<file path="config.mk">
export PLATFORM = sky130hd
export DESIGN_NAME = tps_timer0
export DESIGN_NICKNAME = d
export VERILOG_FILES = /design/src/core/tps_pkg.sv /design/src/core/tps_psc_if.sv /design/src/core/tps_prescaler.sv /design/src/core/tps_timer0.sv
export SDC_FILE = /design/constraint.sdc
export NUM_CORES = 1
export LEC_CHECK = 0
export ABC_AREA = 0
export BUFFER_PORTS_ARGS = -buffer_cell sky130_fd_sc_hd__buf_2
export CAP_MARGIN = 10
export CORE_UTILIZATION = 46
export DETAILED_ROUTE_END_ITERATION = 8
export PLACE_DENSITY = 0.77
export SYNTH_ARGS = -nofsm -noshare
export SYNTH_HDL_FRONTEND = slang
export SYNTH_SLANG_ARGS = --single-unit
</file>
<file path="constraint.sdc">
create_clock -name mclk_i -period 2.1 [get_ports mclk_i]
set_input_delay 0 -clock mclk_i [delete_from_list [all_inputs] [get_ports mclk_i]]
set_output_delay 0 -clock mclk_i [all_outputs]
set_load 0.01 [all_outputs]
</file>
<file path="src/core/tps_pkg.sv">
package tps_pkg;
  // register bus geometry
  localparam int AXI_AW = 12;
  localparam int AXI_DW = 32;
  localparam int IDX_LSB = 2;
  localparam int IDX_W = 8;

  // register indices; byte address is four times the index
  localparam logic [IDX_W-1:0] IDX_COUNT = 8'h01;
  localparam logic [IDX_W-1:0] IDX_INTCTL = 8'h0b;
  localparam logic [IDX_W-1:0] IDX_OPTION = 8'h81;
  localparam logic [IDX_W-1:0] IDX_ISTAT = 8'h90;
  localparam logic [IDX_W-1:0] IDX_ICLR = 8'h91;
  localparam logic [IDX_W-1:0] IDX_IEN = 8'h92;

  // reset values
  localparam logic [7:0] INTCTL_RST = 8'h00;
  localparam logic [7:0] OPTION_RST = 8'hff;
  localparam logic [7:0] COUNT_RST = 8'h00;

  // option_config fields
  localparam int OPT_SRC_BIT = 5;
  localparam int OPT_EDGE_BIT = 4;
  localparam int OPT_ASSIGN_BIT = 3;
  localparam int OPT_RATE_LSB = 0;
  localparam int RATE_W = 3;

  // interrupt_control fields
  localparam int INT_IEN_BIT = 5;
  localparam int INT_FLAG_BIT = 2;
  localparam int IRQ_BIT = 0;

  // instruction cycle phases
  localparam logic [1:0] PH_SECOND = 2'h1;
  localparam logic [1:0] PH_FOURTH = 2'h3;
  localparam logic [1:0] INHIBIT_CYCLES = 2'h2;
  localparam logic [7:0] CNT_MAX = 8'hff;

  // bus answers
  localparam logic [1:0] RESP_OKAY = 2'h0;
  localparam logic [1:0] RESP_SLVERR = 2'h2;
endpackage

</file>
<file path="src/core/tps_psc_if.sv">
`timescale 1ns/1ns
`default_nettype none
// links the timer core to the shared prescaler
interface tps_psc_if;
  logic t0_tick;            // one source event for the counter path
  logic wdt_tick;           // one watchdog oscillator event
  logic clear;              // clear the prescaler count
  logic assign_wdt;         // prescaler serves the watchdog
  logic [2:0] rate;         // division select
  logic t0_level;           // divided level for the counter path
  logic wdt_pulse;          // postscaled watchdog event
  modport presc (input t0_tick, wdt_tick, clear, assign_wdt, rate,
                 output t0_level, wdt_pulse);
  modport ctrl (output t0_tick, wdt_tick, clear, assign_wdt, rate,
                input t0_level, wdt_pulse);
endinterface
`default_nettype wire

</file>
<file path="src/core/tps_prescaler.sv">
`timescale 1ns/1ns
`default_nettype none
module tps_prescaler
  import tps_pkg::*;
#(
  parameter int PSC_W = 8
) (
  input wire logic mclk_i,
  input wire logic reset_n_i,
  tps_psc_if.presc p
);
  logic [PSC_W-1:0] cnt_reg;      // hidden prescaler count
  logic [PSC_W-1:0] low_mask;     // bits that must be all ones for a wdt pulse
  logic tick;                     // event for whichever user owns it
  logic wdt_pulse_reg;

  // one counter, one owner at a time
  assign tick = p.assign_wdt ? p.wdt_tick : p.t0_tick;
  assign low_mask = PSC_W'((PSC_W'(1) << p.rate) - PSC_W'(1));

  ////////////////////////////////////////////////////////////////////
  // count; a clear wins over a tick in the same cycle
  always_ff @(posedge mclk_i or negedge reset_n_i) begin
    if (!reset_n_i) begin
      cnt_reg <= '0;
    end else if (p.clear) begin
      cnt_reg <= '0;
    end else if (tick) begin
      cnt_reg <= cnt_reg + PSC_W'(1);
    end
  end

  // bit rate toggles every 2^rate events: period 2^(rate+1)
  assign p.t0_level = cnt_reg[p.rate];

  // watchdog postscaler: 1:2^rate, or undivided when not assigned
  always_ff @(posedge mclk_i or negedge reset_n_i) begin
    if (!reset_n_i) begin
      wdt_pulse_reg <= 1'b0;
    end else if (!p.assign_wdt) begin
      wdt_pulse_reg <= p.wdt_tick;
    end else begin
      wdt_pulse_reg <= p.wdt_tick && !p.clear && ((cnt_reg & low_mask) == low_mask);
    end
  end
  assign p.wdt_pulse = wdt_pulse_reg;
endmodule
`default_nettype wire

</file>
<file path="src/core/tps_timer0.sv">
// The AXI4-Lite interface to the registers is this design's own decision.
`timescale 1ns/1ns
`default_nettype none
// Function
// - timer mode counts every instruction cycle when prescaler unassigned
// - counter write blocks two following cycles
// - source select set counts pin edges
// - edge select: zero rising, one falling
// - wrap from maximum sets overflow flag
// - interrupt only while enable bit set
// - flag sticky until software clears it
// - counter halted during sleep
// - prescaler output sampled on phases two, four
// - unassigned prescaler: pin feeds sampler directly
// - one prescaler shared with the watchdog
// - rate field: counter 2^(n+1), watchdog 2^n
// - eight bit counter, software read and write
// - assign bit: zero counter, one watchdog
// - counter write clears prescaler when assigned
// - watchdog clear clears prescaler when assigned
module tps_timer0
  import tps_pkg::*;
(
  input wire logic mclk_i,
  input wire logic reset_n_i,
  // axi4-lite slave
  input wire logic [AXI_AW-1:0] s_axi_awaddr_i,
  input wire logic s_axi_awvalid_i,
  output logic s_axi_awready_o,
  input wire logic [AXI_DW-1:0] s_axi_wdata_i,
  input wire logic [AXI_DW/8-1:0] s_axi_wstrb_i,
  input wire logic s_axi_wvalid_i,
  output logic s_axi_wready_o,
  output logic [1:0] s_axi_bresp_o,
  output logic s_axi_bvalid_o,
  input wire logic s_axi_bready_i,
  input wire logic [AXI_AW-1:0] s_axi_araddr_i,
  input wire logic s_axi_arvalid_i,
  output logic s_axi_arready_o,
  output logic [AXI_DW-1:0] s_axi_rdata_o,
  output logic [1:0] s_axi_rresp_o,
  output logic s_axi_rvalid_o,
  input wire logic s_axi_rready_i,
  // counter pin and core-side events
  input wire logic ext_count_clock_i,
  input wire logic sleep_i,
  input wire logic watchdog_clear_instr_i,
  input wire logic wdt_osc_tick_i,
  output logic wdt_postscale_o,
  output logic irq_o
);
  // byte address to register index, any upper bits make it unmapped
  function automatic logic [IDX_W-1:0] reg_index(input logic [AXI_AW-1:0] a);
    reg_index = a[IDX_LSB +: IDX_W];
  endfunction
  function automatic logic is_mapped(input logic [AXI_AW-1:0] a);
    logic [IDX_W-1:0] i;
    i = a[IDX_LSB +: IDX_W];
    is_mapped = (a[AXI_AW-1:IDX_LSB+IDX_W] == '0) &&
                (i == IDX_COUNT || i == IDX_INTCTL || i == IDX_OPTION ||
                 i == IDX_ISTAT || i == IDX_ICLR || i == IDX_IEN);
  endfunction

  ////////////////////////////////////////////////////////////////////
  // declarations
  tps_psc_if psc ();                    // link to the shared prescaler
  logic [7:0] count_reg;                // count_value
  logic [7:0] intctl_reg;               // interrupt_control
  logic [7:0] option_reg;               // option_config
  logic [1:0] inhibit_reg;              // cycles left with counting blocked
  logic [1:0] phase_reg;                // four phases per instruction cycle
  logic ext_meta_reg;                   // pin synchroniser, first stage
  logic ext_sync_reg;                   // pin synchroniser, second stage
  logic edge_lvl_d_reg;                 // delayed edge-adjusted pin level
  logic samp_reg;                       // phase-sampled prescaler output
  logic samp_d_reg;                     // previous sample
  logic irq_reg;
  // bus
  logic awready_reg, wready_reg, bvalid_reg, arready_reg, rvalid_reg;
  logic [AXI_AW-1:0] awaddr_reg;
  logic [7:0] wdata_reg;
  logic wstrb0_reg;
  logic [1:0] bresp_reg, rresp_reg;
  logic [AXI_DW-1:0] rdata_reg;
  // decoded
  logic wr_go, wr_ok;
  logic [IDX_W-1:0] widx;
  logic count_wr, intctl_wr, option_wr, iclr_wr, ien_wr;
  logic src_ext, edge_fall, assign_wdt;  // option fields
  logic edge_lvl, ext_edge, cycle_end, sample_now, samp_rise;
  logic inc_ev, inc, overflow, flag, irq_en;

  ////////////////////////////////////////////////////////////////////
  // option fields
  assign src_ext = option_reg[OPT_SRC_BIT];
  assign edge_fall = option_reg[OPT_EDGE_BIT];
  assign assign_wdt = option_reg[OPT_ASSIGN_BIT];
  assign flag = intctl_reg[INT_FLAG_BIT];
  assign irq_en = intctl_reg[INT_IEN_BIT];

  ////////////////////////////////////////////////////////////////////
  // axi write channel: address and data taken in either order
  always_ff @(posedge mclk_i or negedge reset_n_i) begin
    if (!reset_n_i) begin
      awready_reg <= 1'b1;
      awaddr_reg <= '0;
    end else if (s_axi_awvalid_i && awready_reg) begin
      awready_reg <= 1'b0;
      awaddr_reg <= s_axi_awaddr_i;
    end else if (bvalid_reg && s_axi_bready_i) begin
      awready_reg <= 1'b1;
    end
  end

  always_ff @(posedge mclk_i or negedge reset_n_i) begin
    if (!reset_n_i) begin
      wready_reg <= 1'b1;
      wdata_reg <= '0;
      wstrb0_reg <= 1'b0;
    end else if (s_axi_wvalid_i && wready_reg) begin
      wready_reg <= 1'b0;
      wdata_reg <= s_axi_wdata_i[7:0];  // registers live in the low lane
      wstrb0_reg <= s_axi_wstrb_i[0];
    end else if (bvalid_reg && s_axi_bready_i) begin
      wready_reg <= 1'b1;
    end
  end

  // both halves held and no response pending: commit once
  assign wr_go = !awready_reg && !wready_reg && !bvalid_reg;
  assign wr_ok = wr_go && is_mapped(awaddr_reg) && wstrb0_reg;
  assign widx = reg_index(awaddr_reg);
  assign count_wr = wr_ok && widx == IDX_COUNT;
  assign intctl_wr = wr_ok && widx == IDX_INTCTL;
  assign option_wr = wr_ok && widx == IDX_OPTION;
  assign iclr_wr = wr_ok && widx == IDX_ICLR;
  assign ien_wr = wr_ok && widx == IDX_IEN;

  // write response
  always_ff @(posedge mclk_i or negedge reset_n_i) begin
    if (!reset_n_i) begin
      bvalid_reg <= 1'b0;
      bresp_reg <= RESP_OKAY;
    end else if (wr_go) begin
      bvalid_reg <= 1'b1;
      bresp_reg <= is_mapped(awaddr_reg) ? RESP_OKAY : RESP_SLVERR;
    end else if (s_axi_bready_i) begin
      bvalid_reg <= 1'b0;
    end
  end

  // read channel: data registered one edge after the address
  always_ff @(posedge mclk_i or negedge reset_n_i) begin
    if (!reset_n_i) begin
      arready_reg <= 1'b1;
      rvalid_reg <= 1'b0;
      rdata_reg <= '0;
      rresp_reg <= RESP_OKAY;
    end else if (s_axi_arvalid_i && arready_reg) begin
      arready_reg <= 1'b0;
      rvalid_reg <= 1'b1;
      rresp_reg <= is_mapped(s_axi_araddr_i) ? RESP_OKAY : RESP_SLVERR;
      rdata_reg <= '0;
      if (is_mapped(s_axi_araddr_i)) begin
        case (reg_index(s_axi_araddr_i))
          IDX_COUNT: rdata_reg[7:0] <= count_reg;
          IDX_INTCTL: rdata_reg[7:0] <= intctl_reg;
          IDX_OPTION: rdata_reg[7:0] <= option_reg;
          IDX_ISTAT: rdata_reg[IRQ_BIT] <= flag;
          IDX_IEN: rdata_reg[IRQ_BIT] <= irq_en;
          default: rdata_reg <= '0;  // clear register reads as zero
        endcase
      end
    end else if (rvalid_reg && s_axi_rready_i) begin
      rvalid_reg <= 1'b0;
      arready_reg <= 1'b1;
    end
  end

  ////////////////////////////////////////////////////////////////////
  // configuration
  always_ff @(posedge mclk_i or negedge reset_n_i) begin
    if (!reset_n_i) begin
      option_reg <= OPTION_RST;
    end else if (option_wr) begin
      option_reg <= wdata_reg;
    end
  end

  // interrupt control; the overflow set is last so it beats any clear
  always_ff @(posedge mclk_i or negedge reset_n_i) begin
    if (!reset_n_i) begin
      intctl_reg <= INTCTL_RST;
    end else begin
      if (intctl_wr) begin
        intctl_reg <= wdata_reg;
      end
      if (ien_wr) begin
        intctl_reg[INT_IEN_BIT] <= wdata_reg[IRQ_BIT];
      end
      if (iclr_wr && wdata_reg[IRQ_BIT]) begin
        intctl_reg[INT_FLAG_BIT] <= 1'b0;
      end
      if (overflow) begin
        intctl_reg[INT_FLAG_BIT] <= 1'b1;
      end
    end
  end

  // level interrupt, masked by the enable bit
  always_ff @(posedge mclk_i or negedge reset_n_i) begin
    if (!reset_n_i) begin
      irq_reg <= 1'b0;
    end else begin
      irq_reg <= flag && irq_en;
    end
  end

  ////////////////////////////////////////////////////////////////////
  // instruction cycle phases; phase 3 closes a cycle
  always_ff @(posedge mclk_i or negedge reset_n_i) begin
    if (!reset_n_i) begin
      phase_reg <= '0;
    end else begin
      phase_reg <= phase_reg + 2'h1;
    end
  end
  assign cycle_end = phase_reg == PH_FOURTH;
  assign sample_now = phase_reg == PH_SECOND || phase_reg == PH_FOURTH;

  // pin synchroniser; only the second stage is looked at
  always_ff @(posedge mclk_i or negedge reset_n_i) begin
    if (!reset_n_i) begin
      ext_meta_reg <= 1'b0;
      ext_sync_reg <= 1'b0;
    end else begin
      ext_meta_reg <= ext_count_clock_i;
      ext_sync_reg <= ext_meta_reg;
    end
  end

  // inverting for falling edges turns every wanted edge into a rise
  assign edge_lvl = ext_sync_reg ^ edge_fall;
  always_ff @(posedge mclk_i or negedge reset_n_i) begin
    if (!reset_n_i) begin
      // idle level of the pin seen through the reset edge select, so no false edge
      edge_lvl_d_reg <= OPTION_RST[OPT_EDGE_BIT];
    end else begin
      edge_lvl_d_reg <= edge_lvl;
    end
  end
  assign ext_edge = edge_lvl && !edge_lvl_d_reg;

  // prescaler hookup; sleep stops its counter path too
  assign psc.t0_tick = !sleep_i && (src_ext ? ext_edge : cycle_end);
  assign psc.wdt_tick = wdt_osc_tick_i;
  assign psc.clear = assign_wdt ? watchdog_clear_instr_i : count_wr;
  assign psc.assign_wdt = assign_wdt;
  assign psc.rate = option_reg[OPT_RATE_LSB +: RATE_W];

  tps_prescaler #(.PSC_W(8)) u_presc (
    .mclk_i(mclk_i),
    .reset_n_i(reset_n_i),
    .p(psc.presc)
  );

  // sample the prescaler output (or the raw pin) on phases two and four;
  // this is why the pin must stay two oscillator periods at each level
  always_ff @(posedge mclk_i or negedge reset_n_i) begin
    if (!reset_n_i) begin
      // start at the idle sample, or the first sample would look like a rise
      samp_reg <= OPTION_RST[OPT_EDGE_BIT];
      samp_d_reg <= OPTION_RST[OPT_EDGE_BIT];
    end else begin
      samp_d_reg <= samp_reg;
      if (sample_now) begin
        samp_reg <= assign_wdt ? edge_lvl : psc.t0_level;
      end
    end
  end
  assign samp_rise = samp_reg && !samp_d_reg;

  // increment source: plain cycles only in undivided timer mode
  assign inc_ev = (!src_ext && assign_wdt) ? cycle_end : samp_rise;
  assign inc = inc_ev && !sleep_i && inhibit_reg == '0 && !count_wr;
  assign overflow = inc && count_reg == CNT_MAX;

  // inhibit window after a write, counted in instruction cycles
  always_ff @(posedge mclk_i or negedge reset_n_i) begin
    if (!reset_n_i) begin
      inhibit_reg <= '0;
    end else if (count_wr) begin
      inhibit_reg <= INHIBIT_CYCLES;
    end else if (cycle_end && inhibit_reg != '0) begin
      inhibit_reg <= inhibit_reg - 2'h1;
    end
  end

  // the counter itself; a write drops a colliding increment
  always_ff @(posedge mclk_i or negedge reset_n_i) begin
    if (!reset_n_i) begin
      count_reg <= COUNT_RST;
    end else if (count_wr) begin
      count_reg <= wdata_reg;
    end else if (inc) begin
      count_reg <= count_reg + 8'h01;
    end
  end

  ////////////////////////////////////////////////////////////////////
  // outputs
  assign s_axi_awready_o = awready_reg;
  assign s_axi_wready_o = wready_reg;
  assign s_axi_bvalid_o = bvalid_reg;
  assign s_axi_bresp_o = bresp_reg;
  assign s_axi_arready_o = arready_reg;
  assign s_axi_rvalid_o = rvalid_reg;
  assign s_axi_rdata_o = rdata_reg;
  assign s_axi_rresp_o = rresp_reg;
  assign wdt_postscale_o = psc.wdt_pulse;
  assign irq_o = irq_reg;
endmodule
`default_nettype wire

</file>
==> run metrics, run 1 <==
Post-Syn Area=0.00399 sq mm; NetSw=0.00162 W; Total Wirelength=8310 um; DP Wirelength=5640 um; Max VDD drop=0.000663 V; first-pass GRT wire length=14000 um; Die Height=95.1 um; clk slew on worst S/H paths=80 ps; sw frac=33.0%; Final nets=547; Flop pwr share=49.2%; core area=0.00830 sq mm; FP Rows=33; DIE WIDTH=95.1 um; DRC=0; final hold slack=22.4 ps; Final Power=0.00490 W; GRT Total Usage=20.0%; max-slew violations=0; die area=0.00904 sq mm; vias in the first global route=3005; Comb power frac=25.6%; 1st-pass router iterations=4; Max Cap Violations=0; TNS Setup=0 ps; largest net degree at the start of global routing=78; GR Overflow Total=0; final std cells w/o fill=580; initial antenna violation count=0; GPL Wtd Cong=0.852; Tmin final=2000 ps; YS warnings=0; RSZ-0062 raised after global routing=no; critical path class=flop to flop; CP cell instances=or4b_4 > nor4_4 > nand3_1 > nor3b_2 > mux2_4; CP Data Arrival Time=2230 ps; ratio of total power to cell area=996 mW/mm^2; Slew HR=61.4%; dpl cell area=0.00435 sq mm; mean routed wirelength per cell=14.3 um; status=complete, no violations; clock sinks=77; Least-Margin Pin Slew=562 ps; remaining antenna violation count after routing=0; via count=3051; Clk Latency, worst-skew pair=350 ps; Fin. Hold Viols=0; P_int=0.00328 W; CTS Buffer Depth=2; Worst path slowest cell=or4b_4; Max Freq=0.501 GHz; Worst Path Buf+Inv=0; CP endpoint kind=flop; Clk network pwr share=25.2%; crit share post-route=95.1%; max reg flops=10; I/O Pins=114; sequential element share of the synthesized area=48.8%; H-tree depth=3; Post-synth ARST share=100%; IO buf count=56; TritonCTS clock tree=built; Root Buffer=clkbuf_8; post-route cell area=0.00492 sq mm; Post-synth top flop=dfrtp_1; Avg Vias per Cell=5.26; Syn Inst Count=373; Crit Path Max Fanout=4; Setup violations, final=0; Inserted Clock Buffers=9; Synth cell types=51; Critical Path Source Type=flop; Layout area overhead=23.4%; antenna diode count=0; leakage=2.16 nW; Placed Cells=531; initial core utilization=48.0%; peak per-stage delay on the critical path=570 ps; Worst Skew=9.66 ps; share of layout cells above drive strength 1=29.7%; Hold WC Path Type=input port to flop; syn avg cell area=10.7 sq um; worst path required time=2330 ps; initial drt markers=187; Top delay family on crit path=simple AND/OR/NAND/NOR gates; post-synthesis sequential element count=77; number of synthesized flops with an enable pin=0; # fillers=697
==> worst min-delay path, delay by kind of cell <==
kind            cells  cell delay (ps)
simple gates        1              130
buf+inv             1              110
compound gates      1               80
==> path summary, 6_finish.rpt <==
| check | depth (start not counted) | from | slack [ps] | endpoint |
|---|---|---|---|---|
| max in group asynchronous | 3 | reset_n_i | 1530 | s_axi_wready_o$_DFFE_PN1P_ |
| max | 5 | awaddr_reg[10]$_DFFE_PN0P_ | 100 | intctl_reg[5]$_DFFE_PN0P_ |
| min in group asynchronous | 3 | reset_n_i | 220 | u_presc.cnt_reg[6]$_DFFE_PN0P_ |
| min | 3 | s_axi_araddr_i[2] | 20 | s_axi_rresp_o[1]$_DFFE_PN0P_ |
| max reg2reg | 5 | awaddr_reg[10]$_DFFE_PN0P_ | 100 | intctl_reg[5]$_DFFE_PN0P_ |
| min reg2reg | 0 | ext_meta_reg$_DFF_PN0_ | 350 | ext_sync_reg$_DFF_PN0_ |
==> per-stage QoR <==
| stage | utilization (%) | worst slack [ps] |
|---|---|---|
| 6_report | 59.3 | 104 |
| 5_1_grt | 59.3 | 25.0 |
| 4_1_cts | 58.9 | 10.1 |
| 3_5_place_dp | 52.4 | 8.73 |
| 3_3_place_gp | 52.4 | 79.1 |
| 2_1_floorplan | - | -17.1 |
==> power by group through the flow <==
| stage | clock (W) | sequential (W) | combinational (W) |
|---|---|---|---|
| 2_1_floorplan | 0 | 0.00229 | 0.000920 |
| 3_3_place_gp | 0 | 0.00239 | 0.00111 |
| 3_5_place_dp | 0 | 0.00243 | 0.00115 |
| 4_1_cts | 0.00127 | 0.00240 | 0.00123 |
| 5_1_grt | 0.00133 | 0.00248 | 0.00139 |
| 6_report | 0.00124 | 0.00241 | 0.00125 |
==> kinds of logic after synthesis <==
kind of cell               share of synthesized area, %
buffers and inverters                              6.81
muxes                                              13.1
adders and majority gates                          1.88
AOI/OAI and AO/OA                                  9.04
xor gates and xnor gates                           3.51
other                                            0.0940
and+or+nand+nor                                    16.8
DFF                                                48.8
==> final cells by class <==
cell class | instances | area [sq um] | area share [%]
clock inverter | 7 | 98.8 | 2.01
clock buffer | 9 | 124 | 2.52
tap | 105 | 131 | 2.67
timing repair buffer | 98 | 688 | 14.0
sequential | 77 | 1940 | 39.5
inverter | 9 | 33.8 | 0.686
multi-input combinational | 275 | 1900 | 38.6
==> what timing repair did <==
item                                   in CTS  in global routing
hold buffers                               32                  0
gates resized for setup                     0                  4
setup endpoints to repair                   0                  9
endpoints found under the hold margin      91                  0
buffers inserted                            0                  1
==> cell usage in the layout (no fill, tap or decap), drive strengths merged, types with 3 or more instances in the layout <==
cell type / count
dlygate4sd3: 32
nor2b: 7
a21oi: 8
dfrtp: 63
ha: 6
nor4b: 6
inv: 10
buf: 66
nor2: 26
dfstp: 14
nor3b: 4
clkinv: 3
xor2: 7
o21ai: 24
conb: 26
nand3: 11
clkbuf: 9
or3: 4
a22o: 7
xnor2: 9
nor3: 10
and2: 3
a22oi: 7
mux2i: 10
nand2: 33
nand2b: 4
nand4: 6
and3: 3
mux2: 35
==> synth_stat cells (9+ instances only) <==
cell type,instances,area share [%]
buf_4,26,4.9
nand2_1,33,3.1
nor3_1,10,1.3
dfrtp_1,63,40
clkbuf_1,10,0.94
inv_1,9,0.85
mux2i_1,10,2.5
nor2_1,26,2.4
xnor2_1,9,2.0
dfstp_2,14,9.2
mux2_2,33,9.3
o21ai_0,20,2.5
nand3_1,11,1.4
==> routing by layer <==
layer | vias up | part of all wire, % | global-route usage [%]
li1 | 1466 | - | -
met1 | 1482 | 45 | 25.7
met2 | 96 | 49 | 34.8
met3 | 7 | 4.7 | 2.71
met4 | 0 | 0.95 | 6.31
met5 | - | 0 | 0
(Power assumes the default switching activity.)
==> run 2, diff against run 1 <==
CTS_CLUSTER_DIAMETER = 80   (was default)
PLACE_DENSITY = 0.74   (was 0.77)
clock period = 1.86 ns   (was 2.1 ns; I/O delays follow)
==> run 2 against run 1 <==
  * The run now ends with negative setup slack left
  * Via count grew 2.6%
  * Sequential power up 12%
  * Wire length up 4.8%
  * Critical path depth is 1 lower
  * Flip-flop and latch count did not move
  * Clock skew is 3.6 ps higher
  * Hold slack improved by 7.6 ps
  * Global-route usage rose by 1.1 points
  * Critical path type unchanged
  * Largest power group unchanged
==> run metrics, run 2 (same netlist as run 1, synthesis figures left out) <==
CP Data Arrival Time=2180 ps (-50 ps); DRC=0 (unchanged); WHS Endpoint=u_presc.p.wdt_pulse$_DFF_PN0_; violated checks=negative setup slack; GRT Total Usage=21.1% (+1.1 points); Least-Margin Pin Slew=501 ps (-61.7 ps); CP endpoint kind=flop; Max Cap Violations=0 (unchanged); CTS Buffer Depth=2 (unchanged); hold depth=4 (+1); initial antenna violation count=0 (unchanged); Min-Delay Startpoint=watchdog_clear_instr_i; DIE WIDTH=95.1 um (unchanged); Top delay family on crit path=simple AND/OR/NAND/NOR gates; r2r setup slk=-90 ps (-190 ps); cell mode on critical path=mux2_4; Critical Path Source Type=flop; FF-to-FF Start=awaddr_reg[10]$_DFFE_PN0P_; max-slew violations=0 (unchanged); I/O Pins=114 (unchanged); crit share post-route=105% (+9.7 points); TritonCTS clock tree=built; Worst path slowest cell=or4b_4; Total Wirelength=8710 um (+4.8%); clk slew on worst S/H paths=90 ps (about the same); Tmin final=1950 ps (-47.5 ps); Avg Vias per Cell=5.26 (about the same); worst path required time=2100 ps (-230 ps); core area=0.00830 sq mm (unchanged); Fin. Hold Viols=0 (unchanged); Max VDD drop=0.000885 V (+33%); # fillers=671 (-3.7%); Worst Path Buf+Inv=0 (unchanged); GPL Wtd Cong=0.874 (+2.5%); Layout area overhead=26.9%; ratio of total power to cell area=1130 mW/mm^2 (+14%); Clk Latency, worst-skew pair=350 ps (about the same); via count=3131 (+2.6%); vias in the first global route=3104 (+3.3%); Max Freq=0.513 GHz (+2.4%); Root Buffer=clkbuf_8; Inserted Clock Buffers=9 (unchanged); Crit Path Max Fanout=2 (-2); mean routed wirelength per cell=14.6 um (+2.1%); die area=0.00904 sq mm (unchanged); highest-count cells in the layout ignoring fill and taps=63 x dfrtp_1, 55 x buf_2, 33 x nand2_1; share of layout cells above drive strength 1=32.4% (+2.8 points); RSZ-0062 raised after global routing=yes; pre-CTS setup slack=-267 ps (-276 ps); GR Overflow Total=0 (unchanged); final hold slack=30.0 ps (+7.58 ps); peak per-stage delay on the critical path=580 ps (about the same); Final nets=562 (+2.7%); Hold WC Path Type=input port to flop; Layout Utilization=61.0% (+1.6 points); initial core utilization=48.0% (unchanged); Worst Skew=13.2 ps (+3.57 ps); first-pass GRT wire length=14500 um (+3.9%); RR Endpoint=intctl_reg[5]$_DFFE_PN0P_; worst reg2reg path depth=4 (-1); leakage=2.24 nW (+3.9%); CP cell instances=or4b_4 > nor4_4 > mux2_4 > mux2_4; Setup violations, final=15 (+15); remaining antenna violation count after routing=0 (unchanged); max reg flops=10 (unchanged); largest net degree at the start of global routing=40 (-49%); DP Wirelength=6040 um (+7.0%); commonest non-fill, non-tap cell in the layout=dfrtp_1; Die Height=95.1 um (unchanged); status=complete, but fails checks; critical path class=flop to flop; final worst slack=-88.6 ps (-192 ps); clock sinks=77 (unchanged); IO buf count=56 (unchanged); Slew HR=66.6% (+5.2 points); FP Rows=33 (unchanged); initial drt markers=170 (-9.1%); 1st-pass router iterations=5 (+1); H-tree depth=3 (unchanged); antenna diode count=0 (unchanged)
[run 2: changes by cell type in the layout (fill, tap and decap cells not counted), sizes merged]
cell,previous run,this run
buf,66,81
clkbuf,9,10
inv,10,9
[run 2: worst register-to-register path, stage by stage, from the launching register on]
cell,delay [ps]
dfrtp_1,380
or4b_4,580
nor4_4,280
mux2_4,330
mux2_4,260
[run 2: cell type report]
class / count / area [sq um] / area share [%]
clock buffers: 10 / 138 / 2.72
multi-input cells: 275 / 1920 / 38.0
repair buffers: 113 / 803 / 15.9
flip-flops and latches: 77 / 1940 / 38.4
inverters: 9 / 33.8 / 0.668
well taps: 105 / 131 / 2.60
clock inverters: 6 / 86.3 / 1.71
[run 2: metrics by stage]
stage	instance area (sq um)	total power (W)	instances	TNS (ps)
after floorplan	4100	0.00363	398	-830
after global placement	4460	0.00410	545	-1110
after detailed placement	4460	0.00420	545	-2150
after CTS	5040	0.00574	594	-512
after global routing	5060	0.00610	595	-1780
final	5060	0.00573	595	-611
[run 2: power by group]
group | leakage [nW] | internal (W) | switching (W)
Combinational | 1.21 | 0.000875 | 0.000743
Clock | 0.112 | 0.000790 | 0.000621
Sequential | 0.919 | 0.00218 | 0.000527
[run 2: what timing repair did]
action,4_1_cts,5_1_grt
endpoints found under the hold margin,66,0
gates cloned,0,0
hold buffers,32,0
gates resized for setup,5,3
buffers inserted,2,1
endpoints found under the setup margin,26,29
pin swaps,5,1
[run 2: how the worst max path moves through the flow]
stage                                start                   endpoint  cells after the start
2_1_floorplan  s_axi_awready_o$_DFFE_PN1P_  intctl_reg[5]$_DFFE_PN0P_                      5
4_1_cts         awaddr_reg[10]$_DFFE_PN0P_  intctl_reg[5]$_DFFE_PN0P_                      4
3_5_place_dp    awaddr_reg[11]$_DFFE_PN0P_  intctl_reg[5]$_DFFE_PN0P_                      5
6_report        awaddr_reg[10]$_DFFE_PN0P_  intctl_reg[5]$_DFFE_PN0P_                      4
5_1_grt         awaddr_reg[10]$_DFFE_PN0P_  intctl_reg[5]$_DFFE_PN0P_                      5
3_3_place_gp    awaddr_reg[11]$_DFFE_PN0P_  intctl_reg[5]$_DFFE_PN0P_                      5
[run 2: layer usage]
metal,part of all wire (%),vias up,track usage (%),routed length (um)
li1,-,1500,-,-
met1,45,1517,26.8,3900
met2,49,104,35.4,4270
met3,4.6,10,4.47,403
met4,1.6,0,7.83,137
met5,0,-,0,0
